`config.mk`:
```
export PLATFORM = sky130hd
export DESIGN_NAME = jvp_top
export DESIGN_NICKNAME = d
export VERILOG_FILES = /design/src/shared/jvp_pkg.sv /design/src/hw/jvp_top.sv
export VERILOG_INCLUDE_DIRS = /design/src /design/src/shared
export SDC_FILE = /design/constraint.sdc
export NUM_CORES = 2
export LEC_CHECK = 0
export BUFFER_PORTS_ARGS = -buffer_cell sky130_fd_sc_hd__buf_2
export CAP_MARGIN = 5
export CORE_UTILIZATION = 36
export DETAILED_ROUTE_END_ITERATION = 10
export PLACE_DENSITY = 0.57
export SLEW_MARGIN = 10
export SYNTH_ARGS = -nofsm -noshare
export SYNTH_HDL_FRONTEND = slang
export SYNTH_SLANG_ARGS = --single-unit
```
`constraint.sdc`:
```
create_clock -name aclk -period 14.6 [get_ports aclk]
set_input_delay 0.73 -clock aclk [delete_from_list [all_inputs] [get_ports aclk]]
set_output_delay 0.73 -clock aclk [all_outputs]
set_load 0.01 [all_outputs]
```
`src/shared/jvp_cfg.svh`:
```
// Purpose: Constants for the jog velocity profile block
// Assumes: AXI4-Lite register bus, 32-bit data, byte addresses
// Notes: Included by its bare name; definitions only
`ifndef JVP_CFG_SVH
`define JVP_CFG_SVH

// ****************************************
// Register byte offsets
// ****************************************
`define JVP_AW 8
`define JVP_OFF_CTRL 8'h00
`define JVP_OFF_VEL0 8'h04
`define JVP_OFF_ACC0 8'h08
`define JVP_OFF_DEC0 8'h0C
`define JVP_OFF_VEL1 8'h10
`define JVP_OFF_ACC1 8'h14
`define JVP_OFF_DEC1 8'h18
`define JVP_OFF_SDEC 8'h1C
`define JVP_OFF_STAT 8'h20
`define JVP_OFF_CVEL 8'h24

// ****************************************
// Control bits, responses, pin indices
// ****************************************
`define JVP_CTRL_SCURVE 0
`define JVP_CTRL_TB0 1
`define JVP_CTRL_TB1 2
`define JVP_CTRL_W 3
`define JVP_RESP_OKAY 2'b00
`define JVP_RESP_SLVERR 2'b10
`define JVP_NPIN 6
`define JVP_P_POS 0
`define JVP_P_NEG 1
`define JVP_P_SEL 2
`define JVP_P_STOP 3
`define JVP_P_LIMP 4
`define JVP_P_LIMN 5

`endif

```
`src/shared/jvp_pkg.sv`:
```
// Purpose: Types shared by the jog velocity profile block
// Assumes: jvp_cfg.svh gives widths
// Notes: All state of the top module lives in jvp_state_t
`include "jvp_cfg.svh"

package jvp_pkg;

    // ****************************************
    // Motion modes, one-hot
    // ****************************************
    typedef enum logic [4:0] {
        S_IDLE = 5'h01,
        S_ACC = 5'h02,
        S_ATV = 5'h04,
        S_DEC = 5'h08,
        S_STOP = 5'h10
    } jvp_mode_t;

    // ****************************************
    // Status word, read back from STAT
    // ****************************************
    typedef struct packed {
        logic [14:0] zero;
        jvp_mode_t mode;
        logic ready;
        logic [1:0] inp;
        logic [1:0] dec;
        logic [1:0] atv;
        logic [1:0] acc;
        logic [1:0] done;
        logic any_done;
    } jvp_status_t;

    typedef struct packed {
        logic [`JVP_CTRL_W-1:0] ctrl;
        logic signed [31:0] vel0;
        logic [31:0] acc0;
        logic [31:0] dec0;
        logic signed [31:0] vel1;
        logic [31:0] acc1;
        logic [31:0] dec1;
        logic [31:0] sdec;
    } jvp_regs_t;

    typedef struct packed {
        logic awready;
        logic wready;
        logic aw_have;
        logic w_have;
        logic [`JVP_AW-1:0] awaddr;
        logic [31:0] wdata;
        logic [3:0] wstrb;
        logic bvalid;
        logic [1:0] bresp;
        logic arready;
        logic rvalid;
        logic [31:0] rdata;
        logic [1:0] rresp;
    } jvp_axi_t;

    typedef struct packed {
        logic [`JVP_NPIN-1:0] s1;
        logic [`JVP_NPIN-1:0] s2;
        logic [`JVP_NPIN-1:0] s3;
        logic [`JVP_NPIN-1:0] filt;
        jvp_mode_t mode;
        logic signed [31:0] cmd;
        logic act;
        logic any_done;
        logic ready;
        logic [1:0] done;
        logic [1:0] acc;
        logic [1:0] atv;
        logic [1:0] dec;
        logic [1:0] inp;
        jvp_regs_t regs;
        jvp_axi_t axi;
    } jvp_state_t;

endpackage

```
`src/hw/jvp_top.sv`:
```
// Purpose: Jog velocity profile generator with AXI4-Lite registers
// Assumes: motion_tick and sync_tick are one-cycle pulses from aclk logic
// Notes: Rates are velocity change per motion tick, or per motion_tick that coincides with sync_tick for a synchronized profile
//
// How it works
// - Select low uses profile 0, high profile 1
// - Positive request jogs forward, release decelerates
// - Negative request jogs reverse, release decelerates
// - Negative profile velocity inverts jog direction
// - Both requests active: ramp to zero, ready
// - Negative during positive acts like release
// - Profile change mid-jog ramps between velocities
// - Requests act on level, not edges
// - Reversal decelerates to zero, then accelerates
// - No jog start while other motion busy
// - Stop overrides jog with stop deceleration
// - S-curve rates are whole-ramp averages
// - Each profile has realtime or synchronized timebase
// - Any-done sets at finish, clears on start
// - Accelerating flag while ramping toward target
// - At-velocity flag from target until decel
// - In-progress flag spans whole jog profile
// - Profile done holds until restart, not after stop
// - Decelerating flag until zero or new target
// - Jog allowed away from active travel limit
`timescale 1ns/1ps
`include "jvp_cfg.svh"

module jvp_top
    import jvp_pkg::*;
(
    input wire logic aclk, // 125 MHz clock
    input wire logic aresetn, // Synchronous reset, active low
    input wire logic [`JVP_AW-1:0] s_axi_awaddr, // Write address
    input wire logic [2:0] s_axi_awprot, // Unused
    input wire logic s_axi_awvalid, // Write address valid
    output logic s_axi_awready, // Write address ready
    input wire logic [31:0] s_axi_wdata, // Write data
    input wire logic [3:0] s_axi_wstrb, // Byte enables
    input wire logic s_axi_wvalid, // Write data valid
    output logic s_axi_wready, // Write data ready
    output logic [1:0] s_axi_bresp, // Write response
    output logic s_axi_bvalid, // Write response valid
    input wire logic s_axi_bready, // Write response ready
    input wire logic [`JVP_AW-1:0] s_axi_araddr, // Read address
    input wire logic [2:0] s_axi_arprot, // Unused
    input wire logic s_axi_arvalid, // Read address valid
    output logic s_axi_arready, // Read address ready
    output logic [31:0] s_axi_rdata, // Read data
    output logic [1:0] s_axi_rresp, // Read response
    output logic s_axi_rvalid, // Read data valid
    input wire logic s_axi_rready, // Read data ready
    input wire logic jog_positive_request, // Pin, positive jog level
    input wire logic jog_negative_request, // Pin, negative jog level
    input wire logic jog_profile_select, // Pin, profile 1 when high
    input wire logic stop_request, // Pin, stop override
    input wire logic limit_positive, // Pin, positive travel limit
    input wire logic limit_negative, // Pin, negative travel limit
    input wire logic homing_busy, // Homing in progress
    input wire logic index_busy, // Index in progress
    input wire logic program_busy, // Program motion in progress
    input wire logic motion_tick, // Motion update pulse
    input wire logic sync_tick, // Synchronized timebase pulse
    output logic signed [31:0] cmd_velocity, // Commanded velocity
    output logic any_jog_done_flag, // Any jog finished
    output logic jog_ready_flag, // No jog motion
    output logic [1:0] profile_done_flag, // Per-profile done
    output logic [1:0] accelerating_flag, // Per-profile accelerating
    output logic [1:0] at_target_speed_flag, // Per-profile at velocity
    output logic [1:0] decelerating_flag, // Per-profile decelerating
    output logic [1:0] jog_active_flag // Per-profile in progress
);

    // ****************************************
    // Helpers
    // ****************************************
    function automatic logic [31:0] jvp_abs(input logic signed [31:0] x);
        jvp_abs = x[31] ? 32'(-x) : 32'(x);
    endfunction

    function automatic logic signed [31:0] jvp_step(input logic signed [31:0] cur,
                                                     input logic signed [31:0] tgt,
                                                     input logic [31:0] rate);
        logic signed [32:0] d;
        logic signed [32:0] r;
        d = $signed({tgt[31], tgt}) - $signed({cur[31], cur});
        r = $signed({1'b0, rate});
        if (d > r) begin
            jvp_step = 32'($signed({cur[31], cur}) + r);
        end else if (d < -r) begin
            jvp_step = 32'($signed({cur[31], cur}) - r);
        end else begin
            jvp_step = tgt;
        end
    endfunction

    function automatic logic [31:0] jvp_merge(input logic [31:0] old, input logic [31:0] nw,
                                              input logic [3:0] strb);
        logic [31:0] m;
        m = {{8{strb[3]}}, {8{strb[2]}}, {8{strb[1]}}, {8{strb[0]}}};
        jvp_merge = (old & ~m) | (nw & m);
    endfunction

    function automatic logic [`JVP_AW-1:0] jvp_word(input logic [`JVP_AW-1:0] a);
        jvp_word = {a[`JVP_AW-1:2], 2'b00};
    endfunction

    jvp_state_t st_r;
    jvp_state_t st_nxt;
    logic [`JVP_NPIN-1:0] agree;
    logic pos, neg, sel, stp, lp, ln, busy, up, tb, step;
    logic signed [31:0] vsel, tgt, tgt_eff, nv;
    logic [31:0] rate;
    jvp_status_t stat;

    // ****************************************
    // Next-state logic
    // ****************************************
    always_comb begin
        st_nxt = st_r;
        // Three-stage sampling; a change counts once stages two and three agree
        st_nxt.s1 = {limit_negative, limit_positive, stop_request,
                     jog_profile_select, jog_negative_request, jog_positive_request};
        st_nxt.s2 = st_r.s1;
        st_nxt.s3 = st_r.s2;
        agree = ~(st_r.s2 ^ st_r.s3);
        st_nxt.filt = (st_r.s3 & agree) | (st_r.filt & ~agree);

        pos = st_r.filt[`JVP_P_POS];
        neg = st_r.filt[`JVP_P_NEG];
        sel = st_r.filt[`JVP_P_SEL];
        stp = st_r.filt[`JVP_P_STOP];
        lp = st_r.filt[`JVP_P_LIMP];
        ln = st_r.filt[`JVP_P_LIMN];
        busy = homing_busy | index_busy | program_busy;

        // Target follows request levels every cycle
        vsel = sel ? st_r.regs.vel1 : st_r.regs.vel0;
        if (pos && !neg) begin
            tgt = vsel;
        end else if (neg && !pos) begin
            tgt = 32'(-vsel);
        end else begin
            tgt = '0;
        end
        if (st_r.mode == S_IDLE && busy) begin
            tgt = '0;
        end
        // Only motion into an active limit is blocked
        if ((tgt > 0 && lp) || (tgt < 0 && ln)) begin
            tgt = '0;
        end
        if (stp) begin
            tgt = '0;
        end
        // Opposite sign means ramp to zero first
        if (st_r.cmd != 0 && tgt != 0 && st_r.cmd[31] != tgt[31]) begin
            tgt_eff = '0;
        end else begin
            tgt_eff = tgt;
        end
        up = jvp_abs(tgt_eff) > jvp_abs(st_r.cmd);
        // S-curve shaping is not built; the linear ramp already runs at the average rate
        if (stp) begin
            rate = st_r.regs.sdec;
        end else if (up) begin
            rate = sel ? st_r.regs.acc1 : st_r.regs.acc0;
        end else begin
            rate = sel ? st_r.regs.dec1 : st_r.regs.dec0;
        end
        tb = sel ? st_r.regs.ctrl[`JVP_CTRL_TB1] : st_r.regs.ctrl[`JVP_CTRL_TB0];
        step = motion_tick && (!tb || sync_tick);
        nv = step ? jvp_step(st_r.cmd, tgt_eff, rate) : st_r.cmd;
        st_nxt.cmd = nv;

        case (st_r.mode)
            S_IDLE: begin
                if (!stp && tgt != 0) begin
                    st_nxt.mode = S_ACC;
                    st_nxt.act = sel;
                    st_nxt.done[sel] = 1'b0;
                    st_nxt.any_done = 1'b0;
                end
            end
            S_ACC, S_ATV, S_DEC: begin
                st_nxt.act = sel;
                if (stp) begin
                    st_nxt.mode = S_STOP;
                end else if (nv == 0 && tgt == 0) begin
                    st_nxt.mode = S_IDLE;
                    st_nxt.done[st_r.act] = 1'b1;
                    st_nxt.any_done = 1'b1;
                end else if (nv == tgt_eff && tgt_eff != 0) begin
                    st_nxt.mode = S_ATV;
                end else if (jvp_abs(tgt_eff) > jvp_abs(nv)) begin
                    st_nxt.mode = S_ACC;
                end else begin
                    st_nxt.mode = S_DEC;
                end
            end
            S_STOP: begin
                // A stopped jog ends without any done flag
                if (nv == 0) begin
                    st_nxt.mode = S_IDLE;
                end
            end
            default: begin
                st_nxt.mode = S_IDLE;
            end
        endcase

        for (int i = 0; i < 2; i++) begin
            st_nxt.acc[i] = (st_nxt.mode == S_ACC) && (st_nxt.act == 1'(i));
            st_nxt.atv[i] = (st_nxt.mode == S_ATV) && (st_nxt.act == 1'(i));
            st_nxt.dec[i] = (st_nxt.mode == S_DEC) && (st_nxt.act == 1'(i));
            st_nxt.inp[i] = (st_nxt.mode != S_IDLE) && (st_nxt.act == 1'(i));
        end
        st_nxt.ready = (st_nxt.mode == S_IDLE) && (nv == 0);

        // ****************************************
        // AXI4-Lite write channel
        // ****************************************
        if (st_r.axi.bvalid && s_axi_bready) begin
            st_nxt.axi.bvalid = 1'b0;
        end
        if (s_axi_awvalid && st_r.axi.awready) begin
            st_nxt.axi.aw_have = 1'b1;
            st_nxt.axi.awaddr = s_axi_awaddr;
        end
        if (s_axi_wvalid && st_r.axi.wready) begin
            st_nxt.axi.w_have = 1'b1;
            st_nxt.axi.wdata = s_axi_wdata;
            st_nxt.axi.wstrb = s_axi_wstrb;
        end
        if (st_nxt.axi.aw_have && st_nxt.axi.w_have && !st_r.axi.bvalid) begin
            st_nxt.axi.aw_have = 1'b0;
            st_nxt.axi.w_have = 1'b0;
            st_nxt.axi.bvalid = 1'b1;
            st_nxt.axi.bresp = `JVP_RESP_OKAY;
            case (jvp_word(st_nxt.axi.awaddr))
                `JVP_OFF_CTRL: st_nxt.regs.ctrl = `JVP_CTRL_W'(jvp_merge(32'(st_r.regs.ctrl),
                                                  st_nxt.axi.wdata, st_nxt.axi.wstrb));
                `JVP_OFF_VEL0: st_nxt.regs.vel0 = jvp_merge(st_r.regs.vel0, st_nxt.axi.wdata, st_nxt.axi.wstrb);
                `JVP_OFF_ACC0: st_nxt.regs.acc0 = jvp_merge(st_r.regs.acc0, st_nxt.axi.wdata, st_nxt.axi.wstrb);
                `JVP_OFF_DEC0: st_nxt.regs.dec0 = jvp_merge(st_r.regs.dec0, st_nxt.axi.wdata, st_nxt.axi.wstrb);
                `JVP_OFF_VEL1: st_nxt.regs.vel1 = jvp_merge(st_r.regs.vel1, st_nxt.axi.wdata, st_nxt.axi.wstrb);
                `JVP_OFF_ACC1: st_nxt.regs.acc1 = jvp_merge(st_r.regs.acc1, st_nxt.axi.wdata, st_nxt.axi.wstrb);
                `JVP_OFF_DEC1: st_nxt.regs.dec1 = jvp_merge(st_r.regs.dec1, st_nxt.axi.wdata, st_nxt.axi.wstrb);
                `JVP_OFF_SDEC: st_nxt.regs.sdec = jvp_merge(st_r.regs.sdec, st_nxt.axi.wdata, st_nxt.axi.wstrb);
                // Status words ignore writes but still answer OKAY
                `JVP_OFF_STAT, `JVP_OFF_CVEL: st_nxt.axi.bresp = `JVP_RESP_OKAY;
                default: st_nxt.axi.bresp = `JVP_RESP_SLVERR;
            endcase
        end
        st_nxt.axi.awready = !st_nxt.axi.aw_have && !st_nxt.axi.bvalid;
        st_nxt.axi.wready = !st_nxt.axi.w_have && !st_nxt.axi.bvalid;

        // ****************************************
        // AXI4-Lite read channel
        // ****************************************
        stat = '{zero: '0, mode: st_r.mode, ready: st_r.ready, inp: st_r.inp, dec: st_r.dec,
                 atv: st_r.atv, acc: st_r.acc, done: st_r.done, any_done: st_r.any_done};
        if (st_r.axi.rvalid && s_axi_rready) begin
            st_nxt.axi.rvalid = 1'b0;
        end
        if (s_axi_arvalid && st_r.axi.arready) begin
            st_nxt.axi.rvalid = 1'b1;
            st_nxt.axi.rresp = `JVP_RESP_OKAY;
            case (jvp_word(s_axi_araddr))
                `JVP_OFF_CTRL: st_nxt.axi.rdata = 32'(st_r.regs.ctrl);
                `JVP_OFF_VEL0: st_nxt.axi.rdata = st_r.regs.vel0;
                `JVP_OFF_ACC0: st_nxt.axi.rdata = st_r.regs.acc0;
                `JVP_OFF_DEC0: st_nxt.axi.rdata = st_r.regs.dec0;
                `JVP_OFF_VEL1: st_nxt.axi.rdata = st_r.regs.vel1;
                `JVP_OFF_ACC1: st_nxt.axi.rdata = st_r.regs.acc1;
                `JVP_OFF_DEC1: st_nxt.axi.rdata = st_r.regs.dec1;
                `JVP_OFF_SDEC: st_nxt.axi.rdata = st_r.regs.sdec;
                `JVP_OFF_STAT: st_nxt.axi.rdata = 32'(stat);
                `JVP_OFF_CVEL: st_nxt.axi.rdata = st_r.cmd;
                default: begin
                    st_nxt.axi.rdata = '0;
                    st_nxt.axi.rresp = `JVP_RESP_SLVERR;
                end
            endcase
        end
        st_nxt.axi.arready = !st_nxt.axi.rvalid;
    end

    always_ff @(posedge aclk) begin
        if (!aresetn) begin
            st_r <= '0;
            st_r.mode <= S_IDLE;
        end else begin
            st_r <= st_nxt;
        end
    end

    // ****************************************
    // Outputs, all registered
    // ****************************************
    assign s_axi_awready = st_r.axi.awready;
    assign s_axi_wready = st_r.axi.wready;
    assign s_axi_bvalid = st_r.axi.bvalid;
    assign s_axi_bresp = st_r.axi.bresp;
    assign s_axi_arready = st_r.axi.arready;
    assign s_axi_rvalid = st_r.axi.rvalid;
    assign s_axi_rdata = st_r.axi.rdata;
    assign s_axi_rresp = st_r.axi.rresp;
    assign cmd_velocity = st_r.cmd;
    assign any_jog_done_flag = st_r.any_done;
    assign jog_ready_flag = st_r.ready;
    assign profile_done_flag = st_r.done;
    assign accelerating_flag = st_r.acc;
    assign at_target_speed_flag = st_r.atv;
    assign decelerating_flag = st_r.dec;
    assign jog_active_flag = st_r.inp;
endmodule

```
Yosys cells after proc, flatten, opt, wreduce, memory -nomap -nowiden
Index checks and enable logic that the tools add are counted.

cells by class
  reduce and logical (&&, ||, !) cells = 62
  order comparisons = 10
  add/subtract/negate cells = 8
  muxes and demuxes = 49
  equal/unequal tests = 33
  bitwise operators = 30

operators with widths
  kind                                                                               count
  32-bit 2-to-1 mux                                                                  17
  32-bit case mux with 10 select lines                                               1
  32-bit AND                                                                         8
  32-bit bitwise OR                                                                  7
  32-bit negation                                                                    4
  32-bit nonzero test                                                                3
  32-bit greater-than comparator                                                     2
  32-bit logical NOT                                                                 2
  6-bit by 3-bit equality test with 1-bit output (second input constant)             8
  36-bit 2-to-1 mux                                                                  1
  35-bit 2-to-1 mux                                                                  1
  33-bit greater-than comparator                                                     1
  33-bit less-than comparator                                                        1
  32-bit negation with 33-bit output                                                 1
  32-bit by 32-bit subtractor with 33-bit output                                     1
  32-bit adder                                                                       1
  32-bit equality test                                                               1
  32-bit by 1-bit greater-than comparator with 1-bit output (second input constant)  1
  32-bit by 1-bit less-than comparator with 1-bit output (second input constant)     1
  32-bit inverter                                                                    1
  32-bit subtractor                                                                  1
  1-bit logical AND                                                                  31
  6-bit by 2-bit equality test with 1-bit output (second input constant)             4
  6-bit by 4-bit equality test with 1-bit output (second input constant)             4
  40 further kinds                                                                   89

storage, ports and cells
  flip-flop bits (word level) = 388
  output and inout bits = 85
  word-level logic and storage cells = 228

Longest topological paths before layout
  word-level depth = 34
  depth in mapped cells = 87

Worst setup path after synthesis
OpenSTA, ideal clock, no wires.

  path kind = reg-to-reg
  from = register with a tool-made name
  to = register st_r, in the netlist accelerating_flag[0]
  arrival = 15,073 ps
  buffers on the path = 10
  setup time = 92 ps
  clock period less this slack = 15,166 ps
  slack = -566 ps
  cell stages (with the launch flop) = 79
  cell sequence = dfxtp_1 -> buf_6 -> buf_6 -> buf_6 -> buf_4 -> mux2_2 -> inv_1 -> ha_1 -> or4b_1 -> a211oi_2 -> a31oi_1 -> mux2i_1 -> or3_1 -> nor4_4 -> nand3_2 -> o31a_2 -> nor3_1 -> inv_1 -> (+43 left out) -> a221oi_1 -> and3b_1 -> and3_1 -> clkbuf_1 -> and3_1 -> and2_1 -> nand3b_1 -> nor3_1 -> nor2_1 -> xor2_1 -> ha_1 -> nand4_1 -> nor3_1 -> and3_1 -> or4b_1 -> o211ai_2 -> a21boi_2 -> o32ai_1

RTL lines
  what                    RTL line        source
  end signal: assignment  jvp_top.sv:294  st_r <= st_nxt;
  end: declaration        jvp_top.sv:108  jvp_state_t st_r;

==> flow_summary.yaml <==
run_status:
  status: "complete, no violations"
grt:
  use_met1_pct: 40.6
  grt_pass1_wl_um: 195000
  use_met3_pct: 3.57
  grt_busiest_layer: "met2"
  grt_antenna_before_repair: 1
  grt_util_met2_pct: 47.6
  grt_pass1_vias: 30800
  grt_usage_pct: 29.8
  grt_max_degree: 203
  grt_overflow_total: 0
setup_path:
  r2r_end: "accelerating_flag[0]"
  reg2reg_depth: 70
  crit_arrival_ns: 15.00
  crit_type: "register to register"
  cp-start-kind: "register"
  worstPathRequired_ns: 15.12
  r2r_setup_slack_ns: 0.12
  crit_path_end_kind: "register"
  cp_slowest_stage_delay_ns: 0.49
  worst-path-max-fanout: 5
  slowest_stage: "or4b_4"
  crit_path_frequent_cell: "o21a_1"
synth:
  synth_flop_cell: "dfxtp_1"
  yosysSeqAreaShare_pct: 25.0
  syn_inst: 3792
  async_flop_share_pct: 0
  netlist_area_sq_mm: 0.0308
  synth_area_per_cell_sq_um: 8.11
  synth_most_common_cell: "nor2_1"
  synth-seq-cells: 384
  yosysTopAreaCell: "dfxtp_1"
  synth_cell_types: 124
  yosys-top-cells-count: "nor2_1, dfxtp_1, a21oi_1"
  yosysWarnings: 0
  ys_top_cells_by_area: "dfxtp_1, ha_1, nor2_1"
  yosysTopAreaCellShare_pct: 25.0
  synth-edff-count: 0
placement:
  gp_congestion: 1.04
  dp.cells: 5636
  post_dp_cell_area_sq_mm: 0.0381
  io_buffers: 148
  post-dp-hpwl_um: 107000
clock_network:
  cts_sinks: 384
  path_clk_slew_ns: 0.06
  tritoncts: "built"
  cts_buffer_depth: 3
  cts_root_buf: "clkbuf_16"
  clock_latency_ns: 0.62
  cts_buffers: 44
  h-tree-depth: 2
routing:
  wl_per_cell_um: 23.4
  ant_nets: 0
  drt_iter0_drc: 3131
  vias: 32800
  first_pass_iters: 7
  wl_um: 135000
  drcViolationCount: 0
  viasPerCell: 5.67
sta:
  finalSetupViolations: 0
  tns_ns: 0
  slew_violations: 0
  finalHoldViolCount: 0
  timing.final.crit_share_pct: 99.2
  clock_skew_ns: 0.0514
  worstMarginPinSlew_ns: 1.46
  layout_min_cycle_time_ns: 14.48
  rsz0062_at_grt: "yes"
  max-slew-margin-rel_pct: 1.78
  max_freq_ghz: 0.0691
floorplanning:
  start_util_pct: 36.6
  rows: 106
  ios: 161
  dieWidth_um: 294
  die_y_um: 294
  die-area_sq_mm: 0.0866
  coreArea_sq_mm: 0.0841
layout:
  antenna_cells: 0
  fin_area_sq_mm: 0.0414
  finalNetCount: 4922
  drive_gt1_share_pct: 31.2
  n_fill_cell: 8239
  postLayoutCoreUtil_pct: 49.2
  area_delta_synth_final_pct: 34.5
  instances_no_fill: 5784
worst_hold_path:
  hp-start: "limit_positive"
  min_to: "st_nxt[380]"
  whs_path_depth: 2
  hold_class: "input port to register"
pwr:
  ir_worst_vdd_uv: 85.1
  p_leak_uw: 0.0177
  power.density_mw_per_mm2: 151
flow_run:
  timing.max_cap.violations: 0
==> cells in the final DEF (no fill, tap or decap), types with 17 or more instances in the layout <==
| cell type | instances |
|---|---|
| nand3_1 | 53 |
| buf_12 | 18 |
| o21a_1 | 38 |
| ha_1 | 219 |
| a22oi_1 | 26 |
| a211oi_1 | 235 |
| mux4_2 | 52 |
| nor3_1 | 72 |
| o22ai_1 | 18 |
| or3_1 | 37 |
| nor2b_1 | 22 |
| inv_1 | 124 |
| a31oi_1 | 25 |
| o211ai_1 | 22 |
| nand2_1 | 211 |
| nor2_1 | 557 |
| nor2_2 | 17 |
| o31ai_1 | 23 |
| buf_2 | 147 |
| nand2b_1 | 36 |
| buf_4 | 845 |
| nand4_1 | 49 |
| xnor2_1 | 148 |
| and2_1 | 38 |
| dfxtp_1 | 383 |
| a21oi_1 | 234 |
| clkbuf_16 | 51 |
| xor2_1 | 57 |
| o21ai_0 | 113 |
| buf_6 | 21 |
| mux2i_1 | 140 |
| a222oi_1 | 22 |
| and3_1 | 18 |
| or2_2 | 24 |
| a21o_1 | 54 |
==> routing by layer <==
layer,up-vias,wire length [um]
met5,-,0
met4,0,6430
met3,295,9020
met2,1338,60100
met1,15600,59600
li1,15600,-
==> metrics by stage <==
stage,hold WS (ns),worst slack [ns],total power [uW]
after CTS,0.296,0.00254,5990
after global placement,0.413,-0.592,4740
after detailed placement,0.414,-0.896,4760
final,0.317,0.119,6230
after floorplan,0.402,0.00141,3150
after global routing,0.319,-0.276,6570
==> layout make-up <==
type	count	area [sq um]	share of cell area (%)
multi-input cells	3015	22400	54.1
clock inverters	20	287	0.692
clock buffers	58	1220	2.96
repair buffers	1038	7850	19.0
flip-flops and latches	384	7690	18.6
inverters	135	517	1.25
well taps	1134	1420	3.43
==> kinds of logic (layout without fill, tap and decap cells) <==
group           after synthesis  in the layout  share of synthesized area (%)
other cells                   1              2                         0.0122
compound gates             1035           1035                           23.2
simple gates               1309           1309                           20.4
fa+ha+maj                   228            228                           9.34
buf+inv                     394           1251                           6.01
xor+xnor                    212            212                           6.12
mux                         229            229                           9.85
flops                       384            384                           25.0
==> repair_timing <==
item | CTS | global route
setup endpoints to repair | 9 | 9
hold buffers | 0 | 0
pin swaps | 29 | 129
gates cloned | 0 | 7
setup buffers | 12 | 57
resized for setup | 62 | 188
==> worst max-delay path, delay by kind of cell (launching register included) <==
| kind | cells | cell delay, ns |
|---|---|---|
| compound gates | 26 | 4.38 |
| xor+xnor | 2 | 0.36 |
| fa+ha+maj | 5 | 1.18 |
| buf+inv | 9 | 1.42 |
| flops | 1 | 0.42 |
| mux | 4 | 1.25 |
| simple gates | 24 | 5.35 |
==> how the worst max path moves through the flow <==
stage             start                    to  slack [ns]  cells after the start
2_1_floorplan  register  accelerating_flag[0]       0.001                     79
3_3_place_gp   register  accelerating_flag[0]       -0.59                     68
3_5_place_dp   register  accelerating_flag[0]       -0.90                     68
4_1_cts        register  accelerating_flag[0]       0.003                     72
5_1_grt        register             st_r[362]       -0.28                     72
6_report       register  accelerating_flag[0]        0.12                     70
==> report_power, final <==
| part | leakage, uW | internal (uW) | switching [uW] |
|---|---|---|---|
| logic | 0.0139 | 1790 | 2120 |
| registers | 0.00311 | 1090 | 50.9 |
| clock network | 0.000729 | 685 | 491 |
No activity file was read; power rests on OpenSTA's default activity.
